File: config.mk
export PLATFORM = sky130hd
export DESIGN_NAME = pocr_protected_config
export DESIGN_NICKNAME = d
export VERILOG_FILES = /design/src/core/pocr_protected_config.v
export VERILOG_INCLUDE_DIRS = /design/src /design/src/shared
export SDC_FILE = /design/constraint.sdc
export NUM_CORES = 1
export LEC_CHECK = 0
export ABC_CLOCK_PERIOD_IN_PS = 11400
export BUFFER_PORTS_ARGS = -buffer_cell sky130_fd_sc_hd__buf_2
export CORE_AREA = 2 2 247 176
export DETAILED_ROUTE_END_ITERATION = 10
export DIE_AREA = 0 0 249 178
export PLACE_DENSITY = 0.69
export SLEW_MARGIN = 20
export SYNTH_ARGS = -nofsm -noshare
export SYNTH_HDL_FRONTEND = slang
export SYNTH_SLANG_ARGS = --single-unit
File: constraint.sdc
create_clock -name clk -period 11.4 [get_ports clk]
set_input_delay 0.57 -clock clk [delete_from_list [all_inputs] [get_ports clk]]
set_output_delay 0.57 -clock clk [all_outputs]
set_load 0.005 [all_outputs]
File: src/shared/pocr_map.vh
// Register offsets, keys, field positions and timing constants of the protected bank
`ifndef POCR_MAP_VH
`define POCR_MAP_VH
`define POCR_ADDR_UNLOCK 8'h3F
`define POCR_ADDR_KEY 8'h3A
`define POCR_ADDR_FEAT 8'h40
`define POCR_ADDR_IO 8'h41
`define POCR_ADDR_OVTH 8'h42
`define POCR_ADDR_OVDL 8'h43
`define POCR_ADDR_UVTH 8'h44
`define POCR_ADDR_UVDL 8'h45
`define POCR_ADDR_OTTH 8'h46
`define POCR_ADDR_OTDL 8'h47
`define POCR_ADDR_USER_STORAGE_1 8'h48
`define POCR_ADDR_USER_STORAGE_4 8'h4B
`define POCR_PROT_LO 8'h40
`define POCR_PROT_HI 8'h4F
`define POCR_BANK_BASE 8'h40
`define POCR_BANK_LAST 4'hB
`define POCR_UNLOCK_KEY 8'h91
`define POCR_UNLOCK_OFF 8'h00
`define POCR_WRITE_KEY 8'h35
`define POCR_RELOAD_KEY 8'h27
`define POCR_ZERO8 8'h00
`define POCR_CONVERSION_TIME_SEL_HI 7
`define POCR_CONVERSION_TIME_SEL_LO 6
`define POCR_AUXREF_BIT 5
`define POCR_AUXSRC_BIT 4
`define POCR_CN_HI 3
`define POCR_CN_LO 2
`define POCR_CRCOFF_BIT 0
`define POCR_DISABLE_BIT 7
`define POCR_UNIT_BIT 7
`define POCR_DLY_HI 4
`define POCR_OVCODE_HI 5
`define POCR_UVCODE_HI 4
`define POCR_OVCODE_MAX 6'h3C
`define POCR_UVCODE_MAX 5'h1A
`define POCR_OTCODE_MAX 4'hB
`define POCR_OV_BASE_MV 16'd2000
`define POCR_OV_STEP_MV 16'd50
`define POCR_UV_BASE_MV 16'd700
`define POCR_UV_STEP_MV 16'd100
`define POCR_DLY_STEP 16'd100
`define POCR_OT_STEP_MS 16'd10
`define POCR_CLK_HZ 32'd10000000
`define POCR_PROGRAMMING_PIN_PULSE_US 32'd2000
`endif

File: src/core/pocr_protected_config.v
// Protected one-time-programmable configuration register bank
`default_nettype none
// ----------------------------------------------------------------
// How it works
// - Writing 0x91 to the unlock register opens the programming window.
// - Any next read or write transaction closes the programming window.
// - A protected write while the window is open closes it afterwards.
// - Feature bits 7:6 select conversion time 3, 6, 12 or 24 us.
// - Feature bit 5 picks bandgap or five volt aux reference.
// - Feature bit 4 routes aux result: external inputs or pack pin.
// - Feature bits 3:2 set cell count; faults above it are ignored.
// - I/O bit 0 clear means packets carry a CRC byte.
// - Host sets read length; device checks CRC at chip select release.
// - Overvoltage threshold: bit 7 disables; 2 V plus 50 mV per code.
// - Overvoltage delay: bit 7 unit; code times 100 units.
// - Overvoltage delay register all zero: flags follow live comparator, no latch.
// - Undervoltage threshold: bit 7 disables; 0.7 V plus 100 mV per code.
// - Undervoltage delay: bit 7 unit; code times 100 units.
// - Undervoltage delay register all zero: flags follow live comparator, no latch.
// - Over-temperature threshold: one nibble per input; zero disables it.
// - Over-temperature delay: code times 10 ms.
// - Over-temperature delay zero: flags follow live comparator, no latch.
// - Four user bytes at 0x48 to 0x4b with no internal use.
// - Unlock write with progVoltageOk high after staging values starts a self-timed program pulse.
// - Key 0x35 before each protected write; cleared after any write other than a key write that loads a new key.
// - Writing 0x27 reloads the bank from memory; the key clears in the same cycle.
// ----------------------------------------------------------------
`include "pocr_map.vh"

module pocr_protected_config #(
  parameter PROGRAMMING_PIN_PULSE_CYCLES = (`POCR_PROGRAMMING_PIN_PULSE_US * (`POCR_CLK_HZ / 32'd1000000))
) (
  input wire clk,
  input wire reset,
  input wire txnStart,
  input wire wrEn,
  input wire rdEn,
  input wire [7:0] addr,
  input wire [7:0] wrData,
  input wire progVoltageOk,
  input wire [95:0] otpData,
  output reg [7:0] rdData_q,
  output reg rdValid_q,
  output reg windowOpen_q,
  output reg progPulse_q,
  output reg [95:0] otpProgData_q,
  output reg [1:0] conversionTimeSel_q,
  output reg auxInputRefSel_q,
  output reg auxInputSrcSel_q,
  output reg [5:0] cellEnable_q,
  output reg crcOff_q,
  output reg ovEnable_q,
  output reg [15:0] ovThresholdMv_q,
  output reg ovUnitMs_q,
  output reg [15:0] ovDelay_q,
  output reg ovLatch_q,
  output reg uvEnable_q,
  output reg [15:0] uvThresholdMv_q,
  output reg uvUnitMs_q,
  output reg [15:0] uvDelay_q,
  output reg uvLatch_q,
  output reg [3:0] otThresholdFirst_q,
  output reg [3:0] otThresholdSecond_q,
  output reg [15:0] otDelayMs_q,
  output reg otLatch_q
);

// ----------------------------------------------------------------
// Bank storage and helpers
// ----------------------------------------------------------------
reg [7:0] bank_q [0:11];
reg [7:0] writeKey_q;
reg loadPending_q;
reg [31:0] pulseCnt_q;
integer i;

wire inBank = (addr >= `POCR_BANK_BASE) && (addr[3:0] <= `POCR_BANK_LAST)
  && (addr[7:4] == `POCR_BANK_BASE >> 4);
wire inProt = (addr >= `POCR_PROT_LO) && (addr <= `POCR_PROT_HI);
wire [3:0] idx = addr[3:0];
wire protWrite = wrEn && inProt && (writeKey_q == `POCR_WRITE_KEY);

// Delay in units: code times step; zero code means zero delay
function [15:0] delayOf;
  input [4:0] code;
  begin
    delayOf = {11'h000, code} * `POCR_DLY_STEP;
  end
endfunction

// Cell count code 00=6 .. 11=3 turned into a per-cell enable mask
function [5:0] cellMask;
  input [1:0] cn;
  begin
    case (cn)
      2'b00: cellMask = 6'h3F;
      2'b01: cellMask = 6'h1F;
      2'b10: cellMask = 6'h0F;
      default: cellMask = 6'h07;
    endcase
  end
endfunction

// Codes past the printed maximum saturate so the comparators never see nonsense
function [15:0] ovMv;
  input [5:0] code;
  reg [5:0] c;
  begin
    c = (code > `POCR_OVCODE_MAX) ? `POCR_OVCODE_MAX : code;
    ovMv = `POCR_OV_BASE_MV + {10'h000, c} * `POCR_OV_STEP_MV;
  end
endfunction

function [15:0] uvMv;
  input [4:0] code;
  reg [4:0] c;
  begin
    c = (code > `POCR_UVCODE_MAX) ? `POCR_UVCODE_MAX : code;
    uvMv = `POCR_UV_BASE_MV + {11'h000, c} * `POCR_UV_STEP_MV;
  end
endfunction

function [3:0] otCode;
  input [3:0] code;
  begin
    otCode = (code > `POCR_OTCODE_MAX) ? `POCR_OTCODE_MAX : code;
  end
endfunction

// ----------------------------------------------------------------
// Transaction decode
// ----------------------------------------------------------------
integer j;
wire keyWrite = wrEn && (addr == `POCR_ADDR_KEY);
wire unlockWrite = wrEn && (addr == `POCR_ADDR_UNLOCK);
wire unlockKey = (wrData == `POCR_UNLOCK_KEY);
wire reloadReq = keyWrite && (wrData == `POCR_RELOAD_KEY);
wire bankLoad = loadPending_q || reloadReq;
// A running pulse is never restarted: a second unlock would stretch the programming time
wire pulseStart = unlockWrite && unlockKey && progVoltageOk && !progPulse_q;

// ----------------------------------------------------------------
// Bank storage and reload
// ----------------------------------------------------------------
always @(posedge clk or posedge reset) begin
  if (reset) begin
    for (i = 0; i < 12; i = i + 1) begin
      bank_q[i] <= `POCR_ZERO8;
    end
    loadPending_q <= 1'b1;
  end else begin
    loadPending_q <= 1'b0;
    if (bankLoad) begin
      // Defaults come from the programmed memory, not from constants
      for (i = 0; i < 12; i = i + 1) begin
        bank_q[i] <= otpData[i*8 +: 8];
      end
    end else if (protWrite && inBank) begin
      bank_q[idx] <= wrData;
    end
  end
end

// ----------------------------------------------------------------
// Protection key
// ----------------------------------------------------------------
always @(posedge clk or posedge reset) begin
  if (reset) begin
    writeKey_q <= `POCR_ZERO8;
  end else if (wrEn) begin
    // Any write uses up the key, so one key guards exactly one protected write
    if (keyWrite && !reloadReq) begin
      writeKey_q <= wrData;
    end else begin
      writeKey_q <= `POCR_ZERO8;
    end
  end
end

// ----------------------------------------------------------------
// Programming window
// ----------------------------------------------------------------
always @(posedge clk or posedge reset) begin
  if (reset) begin
    windowOpen_q <= 1'b0;
  end else begin
    if (txnStart && windowOpen_q) begin
      windowOpen_q <= 1'b0;
    end
    if (unlockWrite) begin
      // Zero or a reserved value keeps the window shut
      windowOpen_q <= unlockKey;
    end
    if (protWrite && windowOpen_q) begin
      windowOpen_q <= 1'b0;
    end
  end
end

// ----------------------------------------------------------------
// Read path
// ----------------------------------------------------------------
always @(posedge clk or posedge reset) begin
  if (reset) begin
    rdData_q <= `POCR_ZERO8;
    rdValid_q <= 1'b0;
  end else begin
    rdValid_q <= rdEn;
    if (rdEn) begin
      if (inBank) begin
        rdData_q <= bank_q[idx];
      end else begin
        // Key register always reads zero; unmapped reads return zero
        rdData_q <= `POCR_ZERO8;
      end
    end
  end
end

// ----------------------------------------------------------------
// Self-timed programming pulse
// ----------------------------------------------------------------
always @(posedge clk or posedge reset) begin
  if (reset) begin
    progPulse_q <= 1'b0;
    pulseCnt_q <= 32'h00000000;
    otpProgData_q <= 96'h0;
  end else if (pulseStart) begin
    progPulse_q <= 1'b1;
    pulseCnt_q <= PROGRAMMING_PIN_PULSE_CYCLES;
    for (j = 0; j < 12; j = j + 1) begin
      otpProgData_q[j*8 +: 8] <= bank_q[j];
    end
  end else if (progPulse_q) begin
    if (pulseCnt_q <= 32'h00000001) begin
      progPulse_q <= 1'b0;
      pulseCnt_q <= 32'h00000000;
    end else begin
      pulseCnt_q <= pulseCnt_q - 32'h00000001;
    end
  end
end

// ----------------------------------------------------------------
// Decoded feature and I/O settings
// ----------------------------------------------------------------
always @(posedge clk or posedge reset) begin
  if (reset) begin
    conversionTimeSel_q <= 2'b00;
    auxInputRefSel_q <= 1'b0;
    auxInputSrcSel_q <= 1'b0;
    cellEnable_q <= 6'h00;
  end else begin
    conversionTimeSel_q <= bank_q[0][`POCR_CONVERSION_TIME_SEL_HI:`POCR_CONVERSION_TIME_SEL_LO];
    auxInputRefSel_q <= bank_q[0][`POCR_AUXREF_BIT];
    auxInputSrcSel_q <= bank_q[0][`POCR_AUXSRC_BIT];
    cellEnable_q <= cellMask(bank_q[0][`POCR_CN_HI:`POCR_CN_LO]);
  end
end

always @(posedge clk or posedge reset) begin
  if (reset) begin
    crcOff_q <= 1'b0;
  end else begin
    // The serial framing reads this to add or check the trailing CRC byte
    crcOff_q <= bank_q[1][`POCR_CRCOFF_BIT];
  end
end

// ----------------------------------------------------------------
// Decoded overvoltage settings
// ----------------------------------------------------------------
always @(posedge clk or posedge reset) begin
  if (reset) begin
    ovEnable_q <= 1'b0;
    ovThresholdMv_q <= 16'h0000;
  end else begin
    ovEnable_q <= ~bank_q[2][`POCR_DISABLE_BIT];
    ovThresholdMv_q <= ovMv(bank_q[2][`POCR_OVCODE_HI:0]);
  end
end

always @(posedge clk or posedge reset) begin
  if (reset) begin
    ovUnitMs_q <= 1'b0;
    ovDelay_q <= 16'h0000;
    ovLatch_q <= 1'b0;
  end else begin
    // Only an all-zero register drops the latch; the unit bit alone keeps it
    ovUnitMs_q <= bank_q[3][`POCR_UNIT_BIT];
    ovDelay_q <= delayOf(bank_q[3][`POCR_DLY_HI:0]);
    ovLatch_q <= (bank_q[3] != `POCR_ZERO8);
  end
end

// ----------------------------------------------------------------
// Decoded undervoltage settings
// ----------------------------------------------------------------
always @(posedge clk or posedge reset) begin
  if (reset) begin
    uvEnable_q <= 1'b0;
    uvThresholdMv_q <= 16'h0000;
  end else begin
    uvEnable_q <= ~bank_q[4][`POCR_DISABLE_BIT];
    uvThresholdMv_q <= uvMv(bank_q[4][`POCR_UVCODE_HI:0]);
  end
end

always @(posedge clk or posedge reset) begin
  if (reset) begin
    uvUnitMs_q <= 1'b0;
    uvDelay_q <= 16'h0000;
    uvLatch_q <= 1'b0;
  end else begin
    uvUnitMs_q <= bank_q[5][`POCR_UNIT_BIT];
    uvDelay_q <= delayOf(bank_q[5][`POCR_DLY_HI:0]);
    uvLatch_q <= (bank_q[5] != `POCR_ZERO8);
  end
end

// ----------------------------------------------------------------
// Decoded over-temperature settings
// ----------------------------------------------------------------
always @(posedge clk or posedge reset) begin
  if (reset) begin
    otThresholdFirst_q <= 4'h0;
    otThresholdSecond_q <= 4'h0;
  end else begin
    otThresholdFirst_q <= otCode(bank_q[6][3:0]);
    otThresholdSecond_q <= otCode(bank_q[6][7:4]);
  end
end

always @(posedge clk or posedge reset) begin
  if (reset) begin
    otDelayMs_q <= 16'h0000;
    otLatch_q <= 1'b0;
  end else begin
    otDelayMs_q <= {8'h00, bank_q[7]} * `POCR_OT_STEP_MS;
    otLatch_q <= (bank_q[7] != `POCR_ZERO8);
  end
end

endmodule // pocr_protected_config
`default_nettype wire

==> summary.md <==
| Metric | Value |
|---|---|
| Number of antenna violations at the first check in global routing | `9` |
| IO Port Bufs | `304` |
| Via/cell ratio | `~5.3` |
| Max-Slew Margin vs Limit | `24.64%` |
| Horizontal die dimension | `249 um` |
| Fraction of layout cells with a size suffix above 1 | `26.43%` |
| Maximum number of buffers from clock root to sink | `3` |
| Share of the yosys chip area belonging to registers | `49.86%` |
| Global routing met3 resource utilization | `under 10%` |
| Largest driver fanout on the critical path | `9` |
| Setup Skew | `roughly 15 ps` |
| Cts hold-fix bufs | `0` |
| Post-CTS resize count | `0` |
| Max-capacitance violation count | `0` |
| Chip Height | `178 um` |
| Warnings from Yosys | `0` |
| Mapped Area | `16,160 um2` |
| Half-perimeter wire length after placement | `around 35,000 um` |
| Post-synthesis to final-layout area growth | `18.50%` |
| Top_reg_cell synth | `sky130_fd_sc_hd__dfrtp_1` |
| Critical path endpoint category | `flop` |
| Clock-pin slew on the worst setup and hold paths | `about 70 ps` |
| CP startpoint kind | `flop` |
| Maximum vdd ir drop | `~0.00011 V` |
| Final Total Pwr | `3.001 mW` |
| Critical path data required time | `~12,000 ps` |
| Post-CTS Repair Setup Buffers | `0` |
| Number of antenna-violating nets in the routed design | `0` |
| Post-synthesis sequential element count | `roughly 320` |
| Outcome | `finished clean` |
| Data arrival time of the critical path | `4110 ps` |
| Number of synthesized flops with an enable pin | `0` |
| Class of the tightest hold or removal check | `in -> async` |
| Transition time at the pin with the least slew margin | `between 1000 and 1500 ps` |
| Hold Worst Slack | `between 100 and 150 ps` |
| Global routing usage on met1 | `29.39%` |
| Critical setup path kind | `reg -> reg` |
| Leading cell types in the layout, fill and taps excluded | `321 x sky130_fd_sc_hd__dfrtp_1, 304 x sky130_fd_sc_hd__buf_2, 119 x sky130_fd_sc_hd__a21oi_1` |
| Cell type with the highest aggregate area in the netlist | `sky130_fd_sc_hd__dfrtp_1` |
| Portion of the clock cycle consumed by the worst path in the final layout | `32.24%` |
| Number of failing setup endpoints in the final timing report | `0` |
| Routed wire per std cell | `about 21 um` |
| Pin count of the biggest net entering global routing | `103` |
| Leakage power of the design | `slightly above 9 nW` |
| Combined global-route utilization of all metal layers | `about a fifth` |
| Top cell type's share of synthesized area | `49.70%` |
| Highest clock rate | `around 0.27 GHz` |
| Global routing usage on met2 | `between 30% and 40%` |
| Routed wire length | `47,710 um` |
| Share of flip-flops with an asynchronous set or reset | `100.0%` |
| First-iteration detailed-routing DRC count | `approximately 840` |
| Number of library cell types mapped by synthesis | `76` |
| Unrepaired setup endpoints after global routing | `no` |
| Detailed Routing Iterations Pass 1 | `5` |
| Global routing's busiest layer | `met2` |
| Number of buffers inserted during clock tree synthesis | `35` |
| Slew Limit Fails | `0` |
| Post-Syn Area per Cell | `11.54 um2` |
| Cells taking the most area after synthesis | `sky130_fd_sc_hd__dfrtp_1 50%, sky130_fd_sc_hd__ha_1 6.7%, sky130_fd_sc_hd__mux2i_1 6.6%, sky130_fd_sc_hd__mux2_1 4.3%, sky130_fd_sc_hd__a21oi_1 3.7%` |
| Filler instances | `3,864` |
| DRC violations left | `0` |
| Leading cell type in the layout, fill and taps excluded | `sky130_fd_sc_hd__dfrtp_1` |
| Starting Density | `38.61%` |
| I/O pins | `331` |
| H-tree depth | `2` |
| Setup TNS | `0 ps` |
| Total power per unit cell area | `~160 nW/um2` |
| Total overflow reported by the global router | `0` |
| Via count of the first global-routing pass | `11,860` |
| Weighted congestion at the end of routability-driven global placement | `~0.9` |
| Final worst path period need | `3675 ps` |
| Placement Rows | `63` |
| Via Count | `11,870` |
| Number of instances in the synthesized netlist | `1,401` |
| Final nets | `between 1,500 and 2,000` |
| Clk Latency, worst-skew pair | `530 ps` |
| Global-route wire length before repair | `72,190 um` |
| Count of clock tree sinks | `approximately 320` |
| Clock tree from TritonCTS | `done` |
| Buffer cell driving the clock tree root | `sky130_fd_sc_hd__clkbuf_16` |
| Hold Fails Final Rpt | `0` |
| Standard cell core area | `between 40,000 and 50,000 um2` |
| Floorplan die area | `44,320 um2` |
[critical path, cell delays in order (launching register included)]
cell and delay (ps):
sky130_fd_sc_hd__dfrtp_1 540, sky130_fd_sc_hd__ha_1 310, sky130_fd_sc_hd__nand2_1 180, sky130_fd_sc_hd__and3_1 250, sky130_fd_sc_hd__nor2_1 120, sky130_fd_sc_hd__ha_1 240
sky130_fd_sc_hd__ha_1 310, sky130_fd_sc_hd__inv_1 60, sky130_fd_sc_hd__fa_1 460, sky130_fd_sc_hd__nor2b_1 110, sky130_fd_sc_hd__o21ai_0 140, sky130_fd_sc_hd__a21o_1 260
sky130_fd_sc_hd__a311oi_1 400, sky130_fd_sc_hd__xor2_1 200
[through the flow]
step / instances / util [%] / cell area, um2 / setup slack [ps]
3_3_place_gp: 2192 / 43.07 / 18030 / 7883
3_5_place_dp: 2192 / 43.07 / 18030 / 7748
5_1_grt: 2256 / 45.73 / 19140 / 7391
2_1_floorplan: 1427 / - / 16260 / 1919
6_report: 2261 / 45.76 / 19150 / 7725
4_1_cts: 2251 / 45.67 / 19120 / 7713
[area by class of cell]
cell class                      instances  area [um2]  area share [%]
Antenna cell                           10       25.02          0.1307
Tap cell                              552       690.7           3.606
Inverter                               63       244.0           1.274
Multi-Input combinational cell        939        7430           38.79
Clock inverter                         16       141.4          0.7382
Sequential cell                       322        8059           42.08
Timing Repair Buffer                  316        1615           8.434
Clock buffer                           43       947.2           4.945
[flip-flops by register name (all words and copies together) (netlist names), 2 cells and up]
register,cells
bank_q,96
otpProgData_q,96
pulseCnt_q,32
ovThresholdMv_q,12
otDelayMs_q,11
uvThresholdMv_q,11
ovDelay_q,10
uvDelay_q,10
rdData_q,8
writeKey_q,8
cellEnable_q,4
otThresholdFirst_q,4
otThresholdSecond_q,4
conversionTimeSel_q,2
[cells in the mapped netlist (all sizes together), types with 7 or more instances]
library cell,instances
dfrtp,321
a21oi,120
nor2,116
mux2i,106
ha,86
mux2,83
buf,73
nand2,70
inv,63
o21ai,45
clkbuf,30
mux4,24
nand3,24
xor2,23
or3,19
xnor2,17
nor3,14
nor4,14
a21o,11
nor2b,10
o211ai,10
o22ai,10
a22o,8
and3,7
or4,7
[report_power, final]
group	leakage (nW)	switching [mW]	internal, mW
Combinational	4.91	0.314	0.254
Clock	0.527	0.478	0.619
Sequential	3.88	0.0857	1.25
Total	9.31	0.878	2.12
[logic make-up after synthesis]
kind of cell               synth area share [%]
AOI/OAI and AO/OA                         8.818
buffers and inverters                     4.916
and+or+nand+nor                           11.22
DFF                                       49.86
adders and majority gates                 7.277
xor gates and xnor gates                  2.168
muxes                                     15.69
other                                   0.04647
[routing by layer]
| layer | vias to the layer above | part of all wire, % |
|---|---|---|
| met5 | - | 0.057 |
| li1 | 5477 | - |
| met1 | 5972 | 46 |
| met2 | 340 | 44 |
| met4 | 4 | 3.0 |
| met3 | 81 | 6.3 |
[path summary, 6_finish.rpt]
kind                                        start                   to  slack (ps)  cells after the start
worst max-delay path                   bank_q[75]  ovThresholdMv_q[11]        7720                     13
worst min-delay path                        reset       pulseCnt_q[19]         140                      2
worst max register to register         bank_q[75]  ovThresholdMv_q[11]        7720                     13
worst min register to register  otpProgData_q[27]    otpProgData_q[27]         480                      2
max in group asynchronous                   reset    otpProgData_q[56]        9030                      4
min in group clk                             rdEn            rdValid_q         260                      1
No activity file was read; power rests on OpenSTA's default activity.
